## src/core/wdt_gpio_map.vh

```
// Overview of operation
// - index port selects data port target register
// - index upper nibble reads version, ignores writes
// - index zero write, bit0 clear, loads control
// - tick period is sixteen minus prescale seconds
// - reset bit forces reset at second timeout
// - interrupt bit raises SMI at first timeout
// - enable bit starts or stops the watchdog
// - index zero read returns status, prescale high
// - status bit 2 set after first expiry
// - status bit 3 set after second expiry
// - status bit 1 shows the enable bit, still set after the second expiry stops the count
// - period register read/write, resets all ones
// - period zero gives immediate timeout
// - bank one resets zero, outputs drive written
// - input bits ignore writes, read live pins
// - bank one direction comes from control register
// - low dir sets bits 0-4, high 5-7
`ifndef WDT_GPIO_MAP_VH
`define WDT_GPIO_MAP_VH
// host i/o ports
`define IDX_PORT 16'h0062
`define DATA_PORT 16'h0066
// index codes
`define IX_WDOG 4'h0
`define IX_PERIOD 4'h1
`define IX_BANK1 4'h2
`define IX_BANK2 4'h3
`define IX_PWM 4'h8
`define IX_PART_LO 4'h9
`define IX_VRM 4'ha
`define IX_PART_HI 4'hb
// reset values
`define INDEX_RST 4'ha
`define CTRL_RST 8'h00
`define PRESCALE_RST 4'h0
`define PERIOD_RST 8'hff
`define BANK1_RST 8'h00
`define RDATA_NONE 8'h00
// control / status field positions
`define F_KICK 0
`define F_WEN 1
`define F_SMI 2
`define F_RES 3
`define F_TO1 2
`define F_TO2 3
`define F_PRE_HI 7
`define F_PRE_LO 4
// bank one split between direction controls
`define BANK1_LOW_W 5
`define BANK1_HIGH_W 3
// timing
`define ONE_SECOND_NS 1000000000
`define CLK_PERIOD_NS 4
`define PRESCALE_BASE 5'd16
`endif

```

## src/core/indexed_watchdog_gpio_ctrl.v

```verilog
`timescale 1ns/1ns
`include "wdt_gpio_map.vh"

// motherboard control logic behind two host i/o ports
// watchdog, bank-one gpio and index decode, all on core_clk
module indexed_watchdog_gpio_ctrl #(
  parameter [3:0] LOGIC_VERSION = 4'h0,
  parameter [31:0] SEC_CYCLES = `ONE_SECOND_NS / `CLK_PERIOD_NS
) (
  input wire core_clk,
  input wire rst_n,
  input wire [15:0] io_addr,
  input wire io_wr,
  input wire io_rd,
  input wire [7:0] io_wdata,
  output reg [7:0] io_rdata_reg,
  output reg io_rd_ack_reg,
  input wire [7:0] ext_rdata,
  output reg [3:0] ext_index_reg,
  output reg ext_wr_reg,
  output reg [7:0] ext_wdata_reg,
  input wire bank_one_low_dir,
  input wire bank_one_high_dir,
  input wire [7:0] gpio_bank_one_bits_in,
  output reg [7:0] gpio_bank_one_bits_out_reg,
  output reg [7:0] gpio_bank_one_bits_oe_reg,
  output reg smi_req_reg,
  output reg sys_reset_req_reg
);

  // port decode
  // only the two host ports are claimed, every other address is ignored
  wire idx_hit = (io_addr == `IDX_PORT);
  wire dat_hit = (io_addr == `DATA_PORT);
  wire idx_wr = io_wr & idx_hit;
  wire dat_wr = io_wr & dat_hit;
  wire dat_rd = io_rd & dat_hit;
  wire idx_rd = io_rd & idx_hit;

  // stored state
  // everything below takes its reset value on the synchronous reset
  reg [3:0] index_reg; // selected data register
  reg [3:0] prescale_reg; // prescale nibble
  reg res_en_reg; // reset on second expiry
  reg smi_en_reg; // smi on first expiry
  reg wen_reg; // watchdog enabled
  reg [7:0] period_reg; // timeout count in ticks
  reg [7:0] bank1_reg; // written bank one value
  reg first_expiry_flag_reg; // first timeout seen
  reg second_expiry_flag_reg; // second timeout seen
  reg stage_reg; // 0 waiting first, 1 waiting second
  reg [31:0] sec_cnt_reg; // cycles within a second
  reg [4:0] pre_cnt_reg; // seconds within a tick
  reg [7:0] to_cnt_reg; // ticks within a timeout

  // decoded data port writes by index
  // at index zero, bit 0 tells a control load from a kick
  wire wd_wr = dat_wr & (index_reg == `IX_WDOG);
  wire ctrl_wr = wd_wr & ~io_wdata[`F_KICK];
  wire kick_wr = wd_wr & io_wdata[`F_KICK];
  wire per_wr = dat_wr & (index_reg == `IX_PERIOD);
  wire bank1_wr = dat_wr & (index_reg == `IX_BANK1);
  // indices served by neighbouring blocks, only steered from here
  wire ext_hit = (index_reg == `IX_BANK2) | (index_reg == `IX_PWM) |
                 (index_reg == `IX_PART_LO) | (index_reg == `IX_VRM) |
                 (index_reg == `IX_PART_HI);

  // direction per bit from the port-2/control register
  // bank one holds no direction bits of its own
  wire [7:0] dir = {{`BANK1_HIGH_W{bank_one_high_dir}},
                    {`BANK1_LOW_W{bank_one_low_dir}}};

  // three-stage pin synchroniser, accepted when last two agree
  // only the second stage reads the first, which may be metastable
  reg [7:0] pin_s1_reg;
  reg [7:0] pin_s2_reg;
  reg [7:0] pin_s3_reg;
  reg [7:0] pin_live_reg; // filtered live pin levels
  genvar gi;
  generate
    for (gi = 0; gi < 8; gi = gi + 1) begin : g_pin
      // per-bit sync and agreement filter
      always @(posedge core_clk) begin
        if (!rst_n) begin
          // pins read low until the chain has filled
          pin_s1_reg[gi] <= 1'b0;
          pin_s2_reg[gi] <= 1'b0;
          pin_s3_reg[gi] <= 1'b0;
          pin_live_reg[gi] <= 1'b0;
        end else begin
          pin_s1_reg[gi] <= gpio_bank_one_bits_in[gi];
          pin_s2_reg[gi] <= pin_s1_reg[gi];
          pin_s3_reg[gi] <= pin_s2_reg[gi];
          // a level counts once stages two and three agree
          if (pin_s2_reg[gi] == pin_s3_reg[gi]) begin
            pin_live_reg[gi] <= pin_s3_reg[gi];
          end
        end
      end
    end
  endgenerate

  // tick length: sixteen minus prescale seconds
  // one second is SEC_CYCLES clocks, one tick is tick_secs seconds
  wire [4:0] tick_secs = `PRESCALE_BASE - {1'b0, prescale_reg};
  wire restart = kick_wr | ctrl_wr; // both restart the count
  wire sec_end = (sec_cnt_reg == SEC_CYCLES - 32'd1);
  wire tick_end = sec_end & (pre_cnt_reg == tick_secs - 5'd1);
  // period compared live, so a period write acts at once
  // a zero period matches at once, which software must avoid
  wire expiry = wen_reg & ~second_expiry_flag_reg &
                (to_cnt_reg >= period_reg);
  wire expire1 = expiry & ~stage_reg;
  wire expire2 = expiry & stage_reg;

  // index register
  always @(posedge core_clk) begin
    if (!rst_n) begin
      index_reg <= `INDEX_RST;
    end else if (idx_wr) begin
      // upper nibble is the fixed version, never stored
      index_reg <= io_wdata[3:0];
    end
  end

  // control fields and period register
  always @(posedge core_clk) begin
    if (!rst_n) begin
      prescale_reg <= `PRESCALE_RST;
      res_en_reg <= 1'b0;
      smi_en_reg <= 1'b0;
      wen_reg <= 1'b0;
      period_reg <= `PERIOD_RST;
    end else begin
      // a control load also clears both flags, in the flag process
      if (ctrl_wr) begin
        // kick writes leave these untouched
        prescale_reg <= io_wdata[`F_PRE_HI:`F_PRE_LO];
        res_en_reg <= io_wdata[`F_RES];
        smi_en_reg <= io_wdata[`F_SMI];
        wen_reg <= io_wdata[`F_WEN];
      end
      // period may be rewritten at any time
      if (per_wr) begin
        period_reg <= io_wdata;
      end
    end
  end

  // prescale chain and timeout counter
  always @(posedge core_clk) begin
    if (!rst_n) begin
      sec_cnt_reg <= 32'd0;
      pre_cnt_reg <= 5'd0;
      to_cnt_reg <= 8'd0;
      stage_reg <= 1'b0;
    end else if (restart || !wen_reg) begin
      // restart beats expiry here, but a same-cycle expiry still sets its flag and smi pulse
      // held cleared while disabled, restarted on write
      sec_cnt_reg <= 32'd0;
      pre_cnt_reg <= 5'd0;
      to_cnt_reg <= 8'd0;
      stage_reg <= 1'b0;
    end else if (expire1) begin
      // reload for a full second period
      sec_cnt_reg <= 32'd0;
      pre_cnt_reg <= 5'd0;
      to_cnt_reg <= 8'd0;
      stage_reg <= 1'b1;
    end else if (!second_expiry_flag_reg) begin
      // the chain stops after the second expiry until a control load
      if (sec_end) begin
        // end of one second
        sec_cnt_reg <= 32'd0;
        if (tick_end) begin
          // end of one tick
          pre_cnt_reg <= 5'd0;
          to_cnt_reg <= to_cnt_reg + 8'd1;
        end else begin
          pre_cnt_reg <= pre_cnt_reg + 5'd1;
        end
      end else begin
        // still inside the second
        sec_cnt_reg <= sec_cnt_reg + 32'd1;
      end
    end
  end

  // sticky expiry flags, set wins over control write clear
  always @(posedge core_clk) begin
    if (!rst_n) begin
      first_expiry_flag_reg <= 1'b0;
      second_expiry_flag_reg <= 1'b0;
    end else begin
      // an expiry in the same cycle as a control load is kept
      // a kick leaves both flags as they are
      first_expiry_flag_reg <= expire1 |
        (first_expiry_flag_reg & ~ctrl_wr);
      second_expiry_flag_reg <= expire2 |
        (second_expiry_flag_reg & ~ctrl_wr);
    end
  end

  // smi pulse and held reset request
  always @(posedge core_clk) begin
    if (!rst_n) begin
      smi_req_reg <= 1'b0;
      sys_reset_req_reg <= 1'b0;
    end else begin
      // one-cycle pulse at the first expiry only
      smi_req_reg <= expire1 & smi_en_reg;
      if (expire2 && res_en_reg) begin
        // held until the system reset clears it
        sys_reset_req_reg <= 1'b1;
      end
    end
  end

  // bank one data, writes land only on output bits
  always @(posedge core_clk) begin
    if (!rst_n) begin
      bank1_reg <= `BANK1_RST;
    end else if (bank1_wr) begin
      // input bits keep their stored value
      bank1_reg <= (io_wdata & dir) | (bank1_reg & ~dir);
    end
  end

  // pin drivers
  always @(posedge core_clk) begin
    if (!rst_n) begin
      gpio_bank_one_bits_out_reg <= `BANK1_RST;
      // pins start released
      gpio_bank_one_bits_oe_reg <= 8'h00;
    end else begin
      gpio_bank_one_bits_out_reg <= bank1_reg;
      // enable follows the direction bits one clock later
      gpio_bank_one_bits_oe_reg <= dir;
    end
  end

  // read data mux
  reg [7:0] rdata_next;
  always @* begin
    // default answer for unmapped indices
    rdata_next = `RDATA_NONE;
    if (idx_rd) begin
      // index port read gives version and index
      rdata_next = {LOGIC_VERSION, index_reg};
    end else begin
      case (index_reg)
        `IX_WDOG: begin
          // status view
          rdata_next = {prescale_reg, second_expiry_flag_reg,
                        first_expiry_flag_reg, wen_reg, 1'b0};
        end
        `IX_PERIOD: begin
          // timeout period, read back as written
          rdata_next = period_reg;
        end
        `IX_BANK1: begin
          // output bits read stored value, input bits the pins
          rdata_next = (bank1_reg & dir) | (pin_live_reg & ~dir);
        end
        default: begin
          // indices 3 and 8 to b are served outside this block, the rest read zero
          rdata_next = ext_hit ? ext_rdata : `RDATA_NONE;
        end
      endcase
    end
  end

  // registered read answer
  always @(posedge core_clk) begin
    if (!rst_n) begin
      io_rdata_reg <= `RDATA_NONE;
      // no answer pending out of reset
      io_rd_ack_reg <= 1'b0;
    end else begin
      // acknowledge lasts one cycle, data holds to the next read
      io_rd_ack_reg <= idx_rd | dat_rd;
      if (idx_rd || dat_rd) begin
        io_rdata_reg <= rdata_next;
      end
    end
  end

  // forwarding to the externally served registers
  always @(posedge core_clk) begin
    if (!rst_n) begin
      ext_index_reg <= `INDEX_RST;
      ext_wr_reg <= 1'b0;
      ext_wdata_reg <= 8'h00;
    end else begin
      // copy follows a same-cycle index write at once
      ext_index_reg <= idx_wr ? io_wdata[3:0] : index_reg;
      // strobe and data only for externally served indices
      ext_wr_reg <= dat_wr & ext_hit;
      if (dat_wr && ext_hit) begin
        ext_wdata_reg <= io_wdata;
      end
    end
  end

endmodule // indexed_watchdog_gpio_ctrl

```

## config.mk

```make
export PLATFORM = sky130hd
export DESIGN_NAME = indexed_watchdog_gpio_ctrl
export DESIGN_NICKNAME = d
export VERILOG_FILES = /design/src/core/indexed_watchdog_gpio_ctrl.v
export VERILOG_INCLUDE_DIRS = /design/src /design/src/core
export SDC_FILE = /design/constraint.sdc
export NUM_CORES = 1
export LEC_CHECK = 0
export ABC_AREA = 1
export BUFFER_PORTS_ARGS = -buffer_cell sky130_fd_sc_hd__buf_2
export CORE_MARGIN = 2
export CORE_UTILIZATION = 56
export DETAILED_ROUTE_END_ITERATION = 6
export PLACE_DENSITY = 0.78
export SYNTH_ARGS = -nofsm -noshare
export SYNTH_HDL_FRONTEND = slang
export SYNTH_SLANG_ARGS = --single-unit
```

## constraint.sdc

```tcl
create_clock -name core_clk -period 4.9 [get_ports core_clk]
set_clock_uncertainty 0.2 [all_clocks]
set_input_delay 0.98 -clock core_clk [delete_from_list [all_inputs] [get_ports core_clk]]
set_output_delay 0.98 -clock core_clk [all_outputs]
set_load 0.02 [all_outputs]
```

==> flow_metrics.tcl, run 1 <==
set metrics [dict create \
    post_dp_cell_area_mm2 0.00696 \
    synth_area_mm2 0.00651 \
    grt_antenna_before_repair 0 \
    num_rows 39 \
    seqCellArea_mm2 0.00274 \
    grt_use_met1 0.343 \
    ios 86 \
    drt_pass1_iterations 6 \
    cts_buffers 17 \
    rsz0062_at_grt "no" \
    clk_pin_slew_ns 0.06 \
    multi_input_area_mm2 0.00318 \
    p_per_area_mw_per_mm2 324 \
    crit_path_start "second_expiry_flag_reg" \
    leakage_nw 3.25 \
    dp_hpwl_um 10600 \
    cp.required_ns 5.04 \
    fill_cells 1010 \
    wl_per_cell_um 12.6 \
    grt-ovfl-total 0 \
    peakVddDrop_mv 0.341 \
    min_period_ns 2.72 \
    cp_data_arrival_time_ns 2.86 \
    ant_nets 0 \
    layout_common_cells "nand2_1 (245), nor2_1 (143), dfxtp_1 (137)" \
    avgSynthCellArea_um2 6.92 \
    grt_usage 0.247 \
    fin_crit_sh 0.555 \
    initial_core_util 0.572 \
    dpl.cell_count 1141 \
    relSlewSlack 0.381 \
    diodes 0 \
    ys.flop_type "dfxtp_1" \
    async_flop_share 0 \
    r2r-end "sec_cnt_reg[23]" \
    endpoint "sec_cnt_reg[23]" \
    yosysTopAreaCell "dfxtp_1" \
    finalSetupViolations 0 \
    yosysSeqAreaShare 0.421 \
    tns_ns 0 \
    yosys-top-cells-area "dfxtp_1 (42%), nand2_1 (14%), nor2_1 (8.2%), inv_1 (6.5%), nand3_1 (6.3%)" \
    drcViolationCount 0 \
    slew_viol_final 0 \
    busiest_layer "met2" \
    areaGrowthSynthToFinish_pct 15.8 \
    num-nets-final 1074 \
    worst_pin_slew_ns 0.928 \
    vias_per_cell 5.14 \
    synth_cell_type_count 32 \
    synth_edf_count 0 \
    synthCells 941 \
    status "finished, final reports clean" \
    htree_levels 4 \
    reg2reg_slack_ns 2.18 \
    layout_commonest_cell "nand2_1" \
    clock_sinks 137 \
    hold_depth 2 \
    max_freq_mhz 367 \
    critPathLaunchType "flip-flop" \
    die_area_mm2 0.0125 \
    r2r_cells 8 \
    cts_hold_buf 0 \
    ys_seq_elements 137 \
    hold_class "flip-flop to flip-flop" \
    yosys.area.top_type_share 0.421 \
    routed_wl_um 14800 \
    drt_iter0_markers 566 \
    vias 6027 \
    grt_max_degree 64 \
    criticalPathCategory "flip-flop to flip-flop" \
    maxCapViolCount 0 \
    critPathCaptureType "flip-flop" \
    largest_reg_flops 32 \
    use_met3 0.0637 \
    fin_cells 1173 \
    reg2reg_from "second_expiry_flag_reg" \
    drive_gt1_frac 0.143 \
    place_congestion 0.887 \
    grt_first_pass_wirelength_um 25100 \
    clockBufferDepth 2 \
    hold_violations 0 \
    die_width_um 112 \
    grt_pass1_vias 5367 \
    use_met2 0.382 \
    portBuffers 85 \
    cp_max_fo 18 \
    root_buffer "clkbuf_16" \
    synth_nets 998 \
    ys_warn_count 0 \
    fp.dieH_um 112 \
    cts_resized 0 \
    worst_skew_pair.late_latency_ns 0.42 \
    placeableCoreArea_mm2 0.0114 \
    post-cts-setup-buffers 0 \
    utilization 0.663 \
    cts_tree "built" \
    finalInstanceArea_mm2 0.00754 \
    finalPower_mw 2.44 \
]
[Yosys cell counts (2+ instances only)]
| library cell | n |
|---|---|
| a21oi_1 | 61 |
| buf_2 | 4 |
| buf_4 | 8 |
| buf_6 | 2 |
| clkbuf_1 | 15 |
| dfxtp_1 | 137 |
| ha_1 | 11 |
| inv_1 | 112 |
| inv_2 | 2 |
| nand2_1 | 245 |
| nand2_2 | 4 |
| nand3_1 | 82 |
| nand3_2 | 3 |
| nand4_1 | 18 |
| nor2_1 | 143 |
| nor2_2 | 7 |
| nor2_4 | 8 |
| nor3_1 | 3 |
| o2111ai_1 | 2 |
| o211ai_1 | 9 |
| o21ai_0 | 24 |
| or2_2 | 4 |
| xnor2_1 | 8 |
| xor2_1 | 21 |
[area by class of cell]
type                       count  area share
timing repair buffer          86      0.0574
multi-input combinational    660       0.421
tap                          143      0.0237
sequential                   137       0.364
clock buffer                  18      0.0583
clock inverter                14      0.0181
inverter                     115      0.0573
[logic make-up after synthesis]
| kind of cell | after synthesis | share of synthesized area |
|---|---|---|
| AOI/OAI and AO/OA | 100 | 0.0830 |
| xor gates and xnor gates | 29 | 0.0390 |
| adders and majority gates | 11 | 0.0211 |
| buffers and inverters | 144 | 0.0907 |
| DFF | 137 | 0.421 |
| and+or+nand+nor | 520 | 0.345 |
[per-layer routing]
layer | share of wire | wire length (µm)
met4 | 0.012 | 179
met2 | 0.44 | 6520
met1 | 0.48 | 7140
met5 | 0 | 0
met3 | 0.064 | 949
[per-stage QoR]
step | worst slack [ns] | hold slack (ns)
final | 2.18 | 0.213
after global routing | 1.97 | 0.236
after CTS | 2.20 | 0.211
after detailed placement | 2.04 | 0.196
after global placement | 2.08 | 0.193
after floorplan | 2.56 | 0.190
[critical path: stages (launching register included)]
cell,delay (ns)
dfxtp_1,0.69
clkinv_1,0.63
nand3_1,0.26
nor2_1,0.05
nand2_1,0.06
nor2_1,0.04
nand2_1,0.10
nand3_2,0.35
nor2_1,0.23
[power by group]
group / total, mW / leakage [nW] / internal (mW) / switching, mW
sequential: 1.13 / 1.11 / 1.12 / 0.00394
clock: 1.24 / 0.280 / 0.723 / 0.516
combinational: 0.0740 / 1.86 / 0.0261 / 0.0479
total: 2.44 / 3.25 / 1.87 / 0.567
[worst min-delay path by stage]
stage / endpoint / slack (ns) / startpoint
3_3_place_gp: pin_s2_reg[4] / 0.19 / pin_s1_reg[4]
2_1_floorplan: pin_s2_reg[0] / 0.19 / pin_s1_reg[0]
6_report: pin_s2_reg[5] / 0.21 / pin_s1_reg[5]
5_1_grt: pin_s2_reg[7] / 0.24 / pin_s1_reg[7]
3_5_place_dp: pin_s2_reg[0] / 0.20 / pin_s1_reg[0]
4_1_cts: pin_s2_reg[0] / 0.21 / pin_s1_reg[0]
Power figures use the tool's default switching activity.
==> run 2, diff against run 1 <==
- CORE_UTILIZATION: 56 -> 52
- PLACE_DENSITY: 0.78 -> 0.76
- clock period: 4.9 -> 2.4 ns (I/O delays scaled with it)
==> run 2 against run 1 <==
  * Die area is 7.4% higher
  * Sequential share of layout area shrank 0.51 points
  * Global-route usage shrank 1.7 points
  * Maximum frequency increased by 26%
  * Core utilization shrank 3.2 points
==> flow_metrics.tcl, run 2 (same netlist as run 1, synthesis figures left out) <==
set metrics [dict create \
    drt_iter0_markers 563 \
    fill_cells 1124 \
    switching_power_mw 1.24 \
    drive_gt1_frac 0.146 \
    fin_ws_ns 0.234 \
    post-cts-setup-buffers 0 \
    num_rows 40 \
    seqCellArea_mm2 0.00274 \
    p_int_mw 3.84 \
    cp_data_arrival_time_ns 2.31 \
    cts_tree "built" \
    finalSetupViolations 0 \
    placeableCoreArea_mm2 0.0121 \
    cts_buffers 17 \
    hold_violations 0 \
    cp_max_fo 16 \
    fin_cells 1202 \
    slew_viol_final 0 \
    pre_cts_ws_ns 0.215 \
    critPathLaunchType "flip-flop" \
    diodes 0 \
    grt_pass1_vias 5348 \
    dp_hpwl_um 10600 \
    vias_per_cell 5.00 \
    routed_wl_um 14800 \
    criticalPathCategory "flip-flop to flip-flop" \
    grt-ovfl-total 0 \
    clock_sinks 137 \
    relSlewSlack 0.620 \
    drt_pass1_iterations 5 \
    fin_crit_sh 0.902 \
    clockBufferDepth 2 \
    rsz0062_at_grt "no" \
    grt_first_pass_wirelength_um 24400 \
    fp.dieH_um 116 \
    dpl.cell_count 1170 \
    root_buffer "clkbuf_16" \
    critPathCaptureType "flip-flop" \
    grt_antenna_before_repair 0 \
    initial_core_util 0.537 \
    die_width_um 116 \
    ios 86 \
    min_period_ns 2.17 \
    worst_skew_pair.late_latency_ns 0.43 \
    cts_resized 0 \
    cts_hold_buf 0 \
    p_sw_frac 0.244 \
    leakage_nw 3.29 \
    p_per_area_mw_per_mm2 664 \
    cp.required_ns 2.55 \
    grt_max_degree 64 \
    layout_common_cells "nand2_1 (245), nor2_1 (143), dfxtp_1 (137)" \
    p_comb_frac 0.030 \
    htree_levels 4 \
    multi_input_area_mm2 0.00318 \
    grt_usage 0.230 \
    worst_pin_slew_ns 0.570 \
    clk_pin_slew_ns 0.07 \
    die_area_mm2 0.0134 \
    seqPwrFrac 0.453 \
    ant_nets 0 \
    vias 6010 \
    tns_ns 0 \
    num-nets-final 1078 \
    layout_commonest_cell "nand2_1" \
    maxCapViolCount 0 \
    areaGrowthSynthToFinish_pct 17.5 \
    drcViolationCount 0 \
    place_congestion 0.950 \
    peakVddDrop_mv 0.557 \
    hold_class "input port to flip-flop" \
    portBuffers 85 \
    largest_reg_flops 32 \
    status "finished, final reports clean" \
    pwr-share-clk 0.517 \
    wl_per_cell_um 12.3 \
    max_freq_mhz 462 \
]
[run 2: cell types whose count changed in the layout (fill, tap and decap cells not counted), sizes merged]
| cell | previous run | this run |
|---|---|---|
| clkbuf | 18 | 17 |
| clkinv | 5 | 7 |
| clkinvlp | 2 | 1 |
| buf | 86 | 90 |
[run 2: layout make-up]
class                   count  share of cell area
clock buffers              17              0.0556
well taps                 168              0.0275
multi-input cells         660               0.415
repair buffers             90              0.0622
clock inverters            15              0.0241
flip-flops and latches    137               0.359
inverters                 115              0.0565
[run 2: path summary, 6_finish.rpt]
kind	cells past startpoint	from	slack [ns]	end
worst min-delay path	3	gpio_bank_one_bits_in[6]	0.03	pin_s1_reg[6]
worst max-delay path	9	period_reg[3]	0.23	sec_cnt_reg[17]
worst min register to register	2	pin_s1_reg[3]	0.21	pin_s2_reg[3]
worst max register to register	9	period_reg[3]	0.23	sec_cnt_reg[17]
[run 2: worst max-delay path, cell delays in order (launching register included)]
cell and delay [ns]:
dfxtp_1 0.35, inv_1 0.08, ha_1 0.31, a21oi_1 0.15, nand2_1 0.07, nand2_1 0.05, nand2_1 0.09, nand3_1 0.19
nand3_2 0.39, nor2_1 0.21
[run 2: stage by stage]
stage                util  hold WS (ns)  instance area [µm²]  power [mW]
finish              0.631        0.0343                 7640        5.08
floorplan               -         0.190                 6510        2.43
CTS                 0.631        0.0230                 7640        5.12
global route        0.631        0.0334                 7640        5.25
global placement    0.581         0.192                 7040        2.50
detailed placement  0.581         0.199                 7040        2.50
[run 2: power by group through the flow]
stage	Clock [mW]	Combinational [mW]	Sequential, mW
finish	2.62	0.151	2.30
global route	2.78	0.168	2.30
CTS	2.67	0.151	2.30
detailed placement	0	0.150	2.35
global placement	0	0.149	2.35
floorplan	0	0.0826	2.35
[run 2: per-layer routing]
layer,GRT usage,vias to the layer above,part of all wire
met5,0,-,0
met4,0.0802,0,0.017
met3,0.0565,24,0.052
met2,0.357,146,0.45
met1,0.315,2701,0.48
li1,-,3139,-
==> run 3, diff against run 2 <==
- CORE_ASPECT_RATIO: default -> 1.1
==> run 3 against run 2 <==
  * Clock-buffer cell count grew 7
  * Total power shrank 2.6%
  * Combinational power barely moved
==> flow_metrics.tcl, run 3 (same netlist as run 1, synthesis figures left out) <==
set metrics [dict create \
    status "finished, final reports clean" \
    busiest_layer "met2" \
    clock_sinks 137 \
    areaGrowthSynthToFinish_pct 17.0 \
    use_met3 0.0415 \
    hold_violations 0 \
    p_per_area_mw_per_mm2 649 \
    critPathCaptureType "flip-flop" \
    dp_hpwl_um 11200 \
    grt_antenna_before_repair 0 \
    rsz0062_at_grt "no" \
    cts_resized 0 \
    critPathLaunchType "flip-flop" \
    place_congestion 0.903 \
    worst_skew_pair.late_latency_ns 0.42 \
    hold_class "input port to flip-flop" \
    use_met2 0.413 \
    grt_max_degree 31 \
    vias_per_cell 5.07 \
    fin_crit_sh 0.897 \
    cp.required_ns 2.50 \
    num_rows 42 \
    reg2reg_from "sec_cnt_reg[0]" \
    vias 6041 \
    routed_wl_um 15300 \
    ant_nets 0 \
    clk_pin_slew_ns 0.05 \
    finalSetupViolations 0 \
    die_area_mm2 0.0134 \
    cts_hold_buf 0 \
    leakage_nw 3.30 \
    switching_power_mw 1.04 \
    pwr-share-clk 0.503 \
    maxCapViolCount 0 \
    grt-ovfl-total 0 \
    crit_family "simple AND/OR/NAND/NOR gates" \
    max_freq_mhz 465 \
    seqPwrFrac 0.466 \
    drt_pass1_iterations 6 \
    tns_ns 0 \
    grt_usage 0.237 \
    fp.dieH_um 121 \
    grt_first_pass_wirelength_um 25800 \
    p_comb_frac 0.031 \
    path_common_cell "nand2_1" \
    min_period_ns 2.15 \
    drt_iter0_markers 530 \
    criticalPathCategory "flip-flop to flip-flop" \
    diodes 0 \
    root_buffer "clkbuf_16" \
    ios 86 \
    hold_start "gpio_bank_one_bits_in[5]" \
    initial_core_util 0.536 \
    slew_viol_final 0 \
    htree_levels 4 \
    post-cts-setup-buffers 0 \
    cts_buffers 17 \
    cp_max_fo 8 \
    drcViolationCount 0 \
    grt_pass1_vias 5655 \
    path_buf_inv 1 \
    critPathSlowestCell "dfxtp_1" \
    p_int_mw 3.90 \
    finalPower_mw 4.94 \
    worst_pin_slew_ns 0.526 \
    portBuffers 85 \
    layout_common_cells "nand2_1 (245), nor2_1 (143), dfxtp_1 (137)" \
    placeableCoreArea_mm2 0.0121 \
    clockBufferDepth 2 \
    largest_reg_flops 32 \
    path_cells "ha_1, nand2_1, nor2_4, inv_1, nor2_1, nand2_1, nor2_1, nand3_1, nand2_1, a21oi_1" \
    p_sw_frac 0.211 \
    max_stage_delay_ns 0.36 \
    drive_gt1_frac 0.147 \
    num-nets-final 1082 \
    crit_path_start "sec_cnt_reg[0]" \
    die_width_um 111 \
    relSlewSlack 0.647 \
    cts_tree "built" \
    layout_commonest_cell "nand2_1" \
    wl_per_cell_um 12.9 \
    cp_data_arrival_time_ns 2.26 \
    peakVddDrop_mv 0.514 \
    grt_use_met1 0.289 \
]
-- run 3: changes by cell type in the layout (fill, tap and decap cells not counted) --
cell / delta
clkinv_4: -2
inv_6: -3
buf_4: +4
clkbuf_8: +5
clkbuf_1: +2
clkinv_2: +4
clkinv_8: -3
inv_8: -4
-- run 3: path summary, 6_finish.rpt --
check | to | slack [ns] | cells past startpoint
setup reg to reg | to_cnt_reg[4] | 0.25 | 10
setup / recovery | to_cnt_reg[4] | 0.25 | 10
hold reg to reg | pin_s2_reg[7] | 0.21 | 2
hold / removal | pin_s1_reg[5] | 0.04 | 3
-- run 3: layer usage --
metal / part of all wire / up-vias / routed length [µm]
met5: 0 / - / 0
met4: 0.025 / 0 / 377
met3: 0.046 / 30 / 699
met2: 0.49 / 153 / 7470
met1: 0.44 / 2727 / 6780
li1: - / 3131 / -
-- run 3: tightest hold or removal path, delay by kind of cell --
| kind | cells | cell delay [ns] |
|---|---|---|
| buffers and inverters | 2 | 0.11 |
| AND/OR/NAND/NOR | 1 | 0.04 |
-- run 3: power by group through the flow --
stage | registers (mW) | clock network (mW) | logic (mW)
4_1_cts | 2.30 | 2.52 | 0.153
3_3_place_gp | 2.35 | 0 | 0.150
5_1_grt | 2.30 | 2.62 | 0.171
2_1_floorplan | 2.35 | 0 | 0.0826
6_report | 2.30 | 2.49 | 0.153
3_5_place_dp | 2.35 | 0 | 0.152
-- run 3: final cells by class --
cell class | instances | area [µm²]
clock buffer | 24 | 502
clock inverter | 7 | 66.3
fill | 1088 | 4520
inverter | 115 | 432
multi-input combinational | 660 | 3180
sequential | 137 | 2740
tap | 154 | 193
timing repair buffer | 94 | 505
-- run 3: stage by stage --
step / hold slack [ns] / area, µm² / setup slack, ns / std cells / utilization
floorplan: 0.190 / 6510 / 0.562 / 941 / -
global placement: 0.192 / 7050 / 0.230 / 1160 / 0.581
detailed placement: 0.198 / 7050 / 0.219 / 1160 / 0.581
CTS: 0.0299 / 7620 / 0.261 / 1191 / 0.627
global route: 0.0491 / 7620 / 0.0137 / 1191 / 0.627
finish: 0.0439 / 7620 / 0.247 / 1191 / 0.627
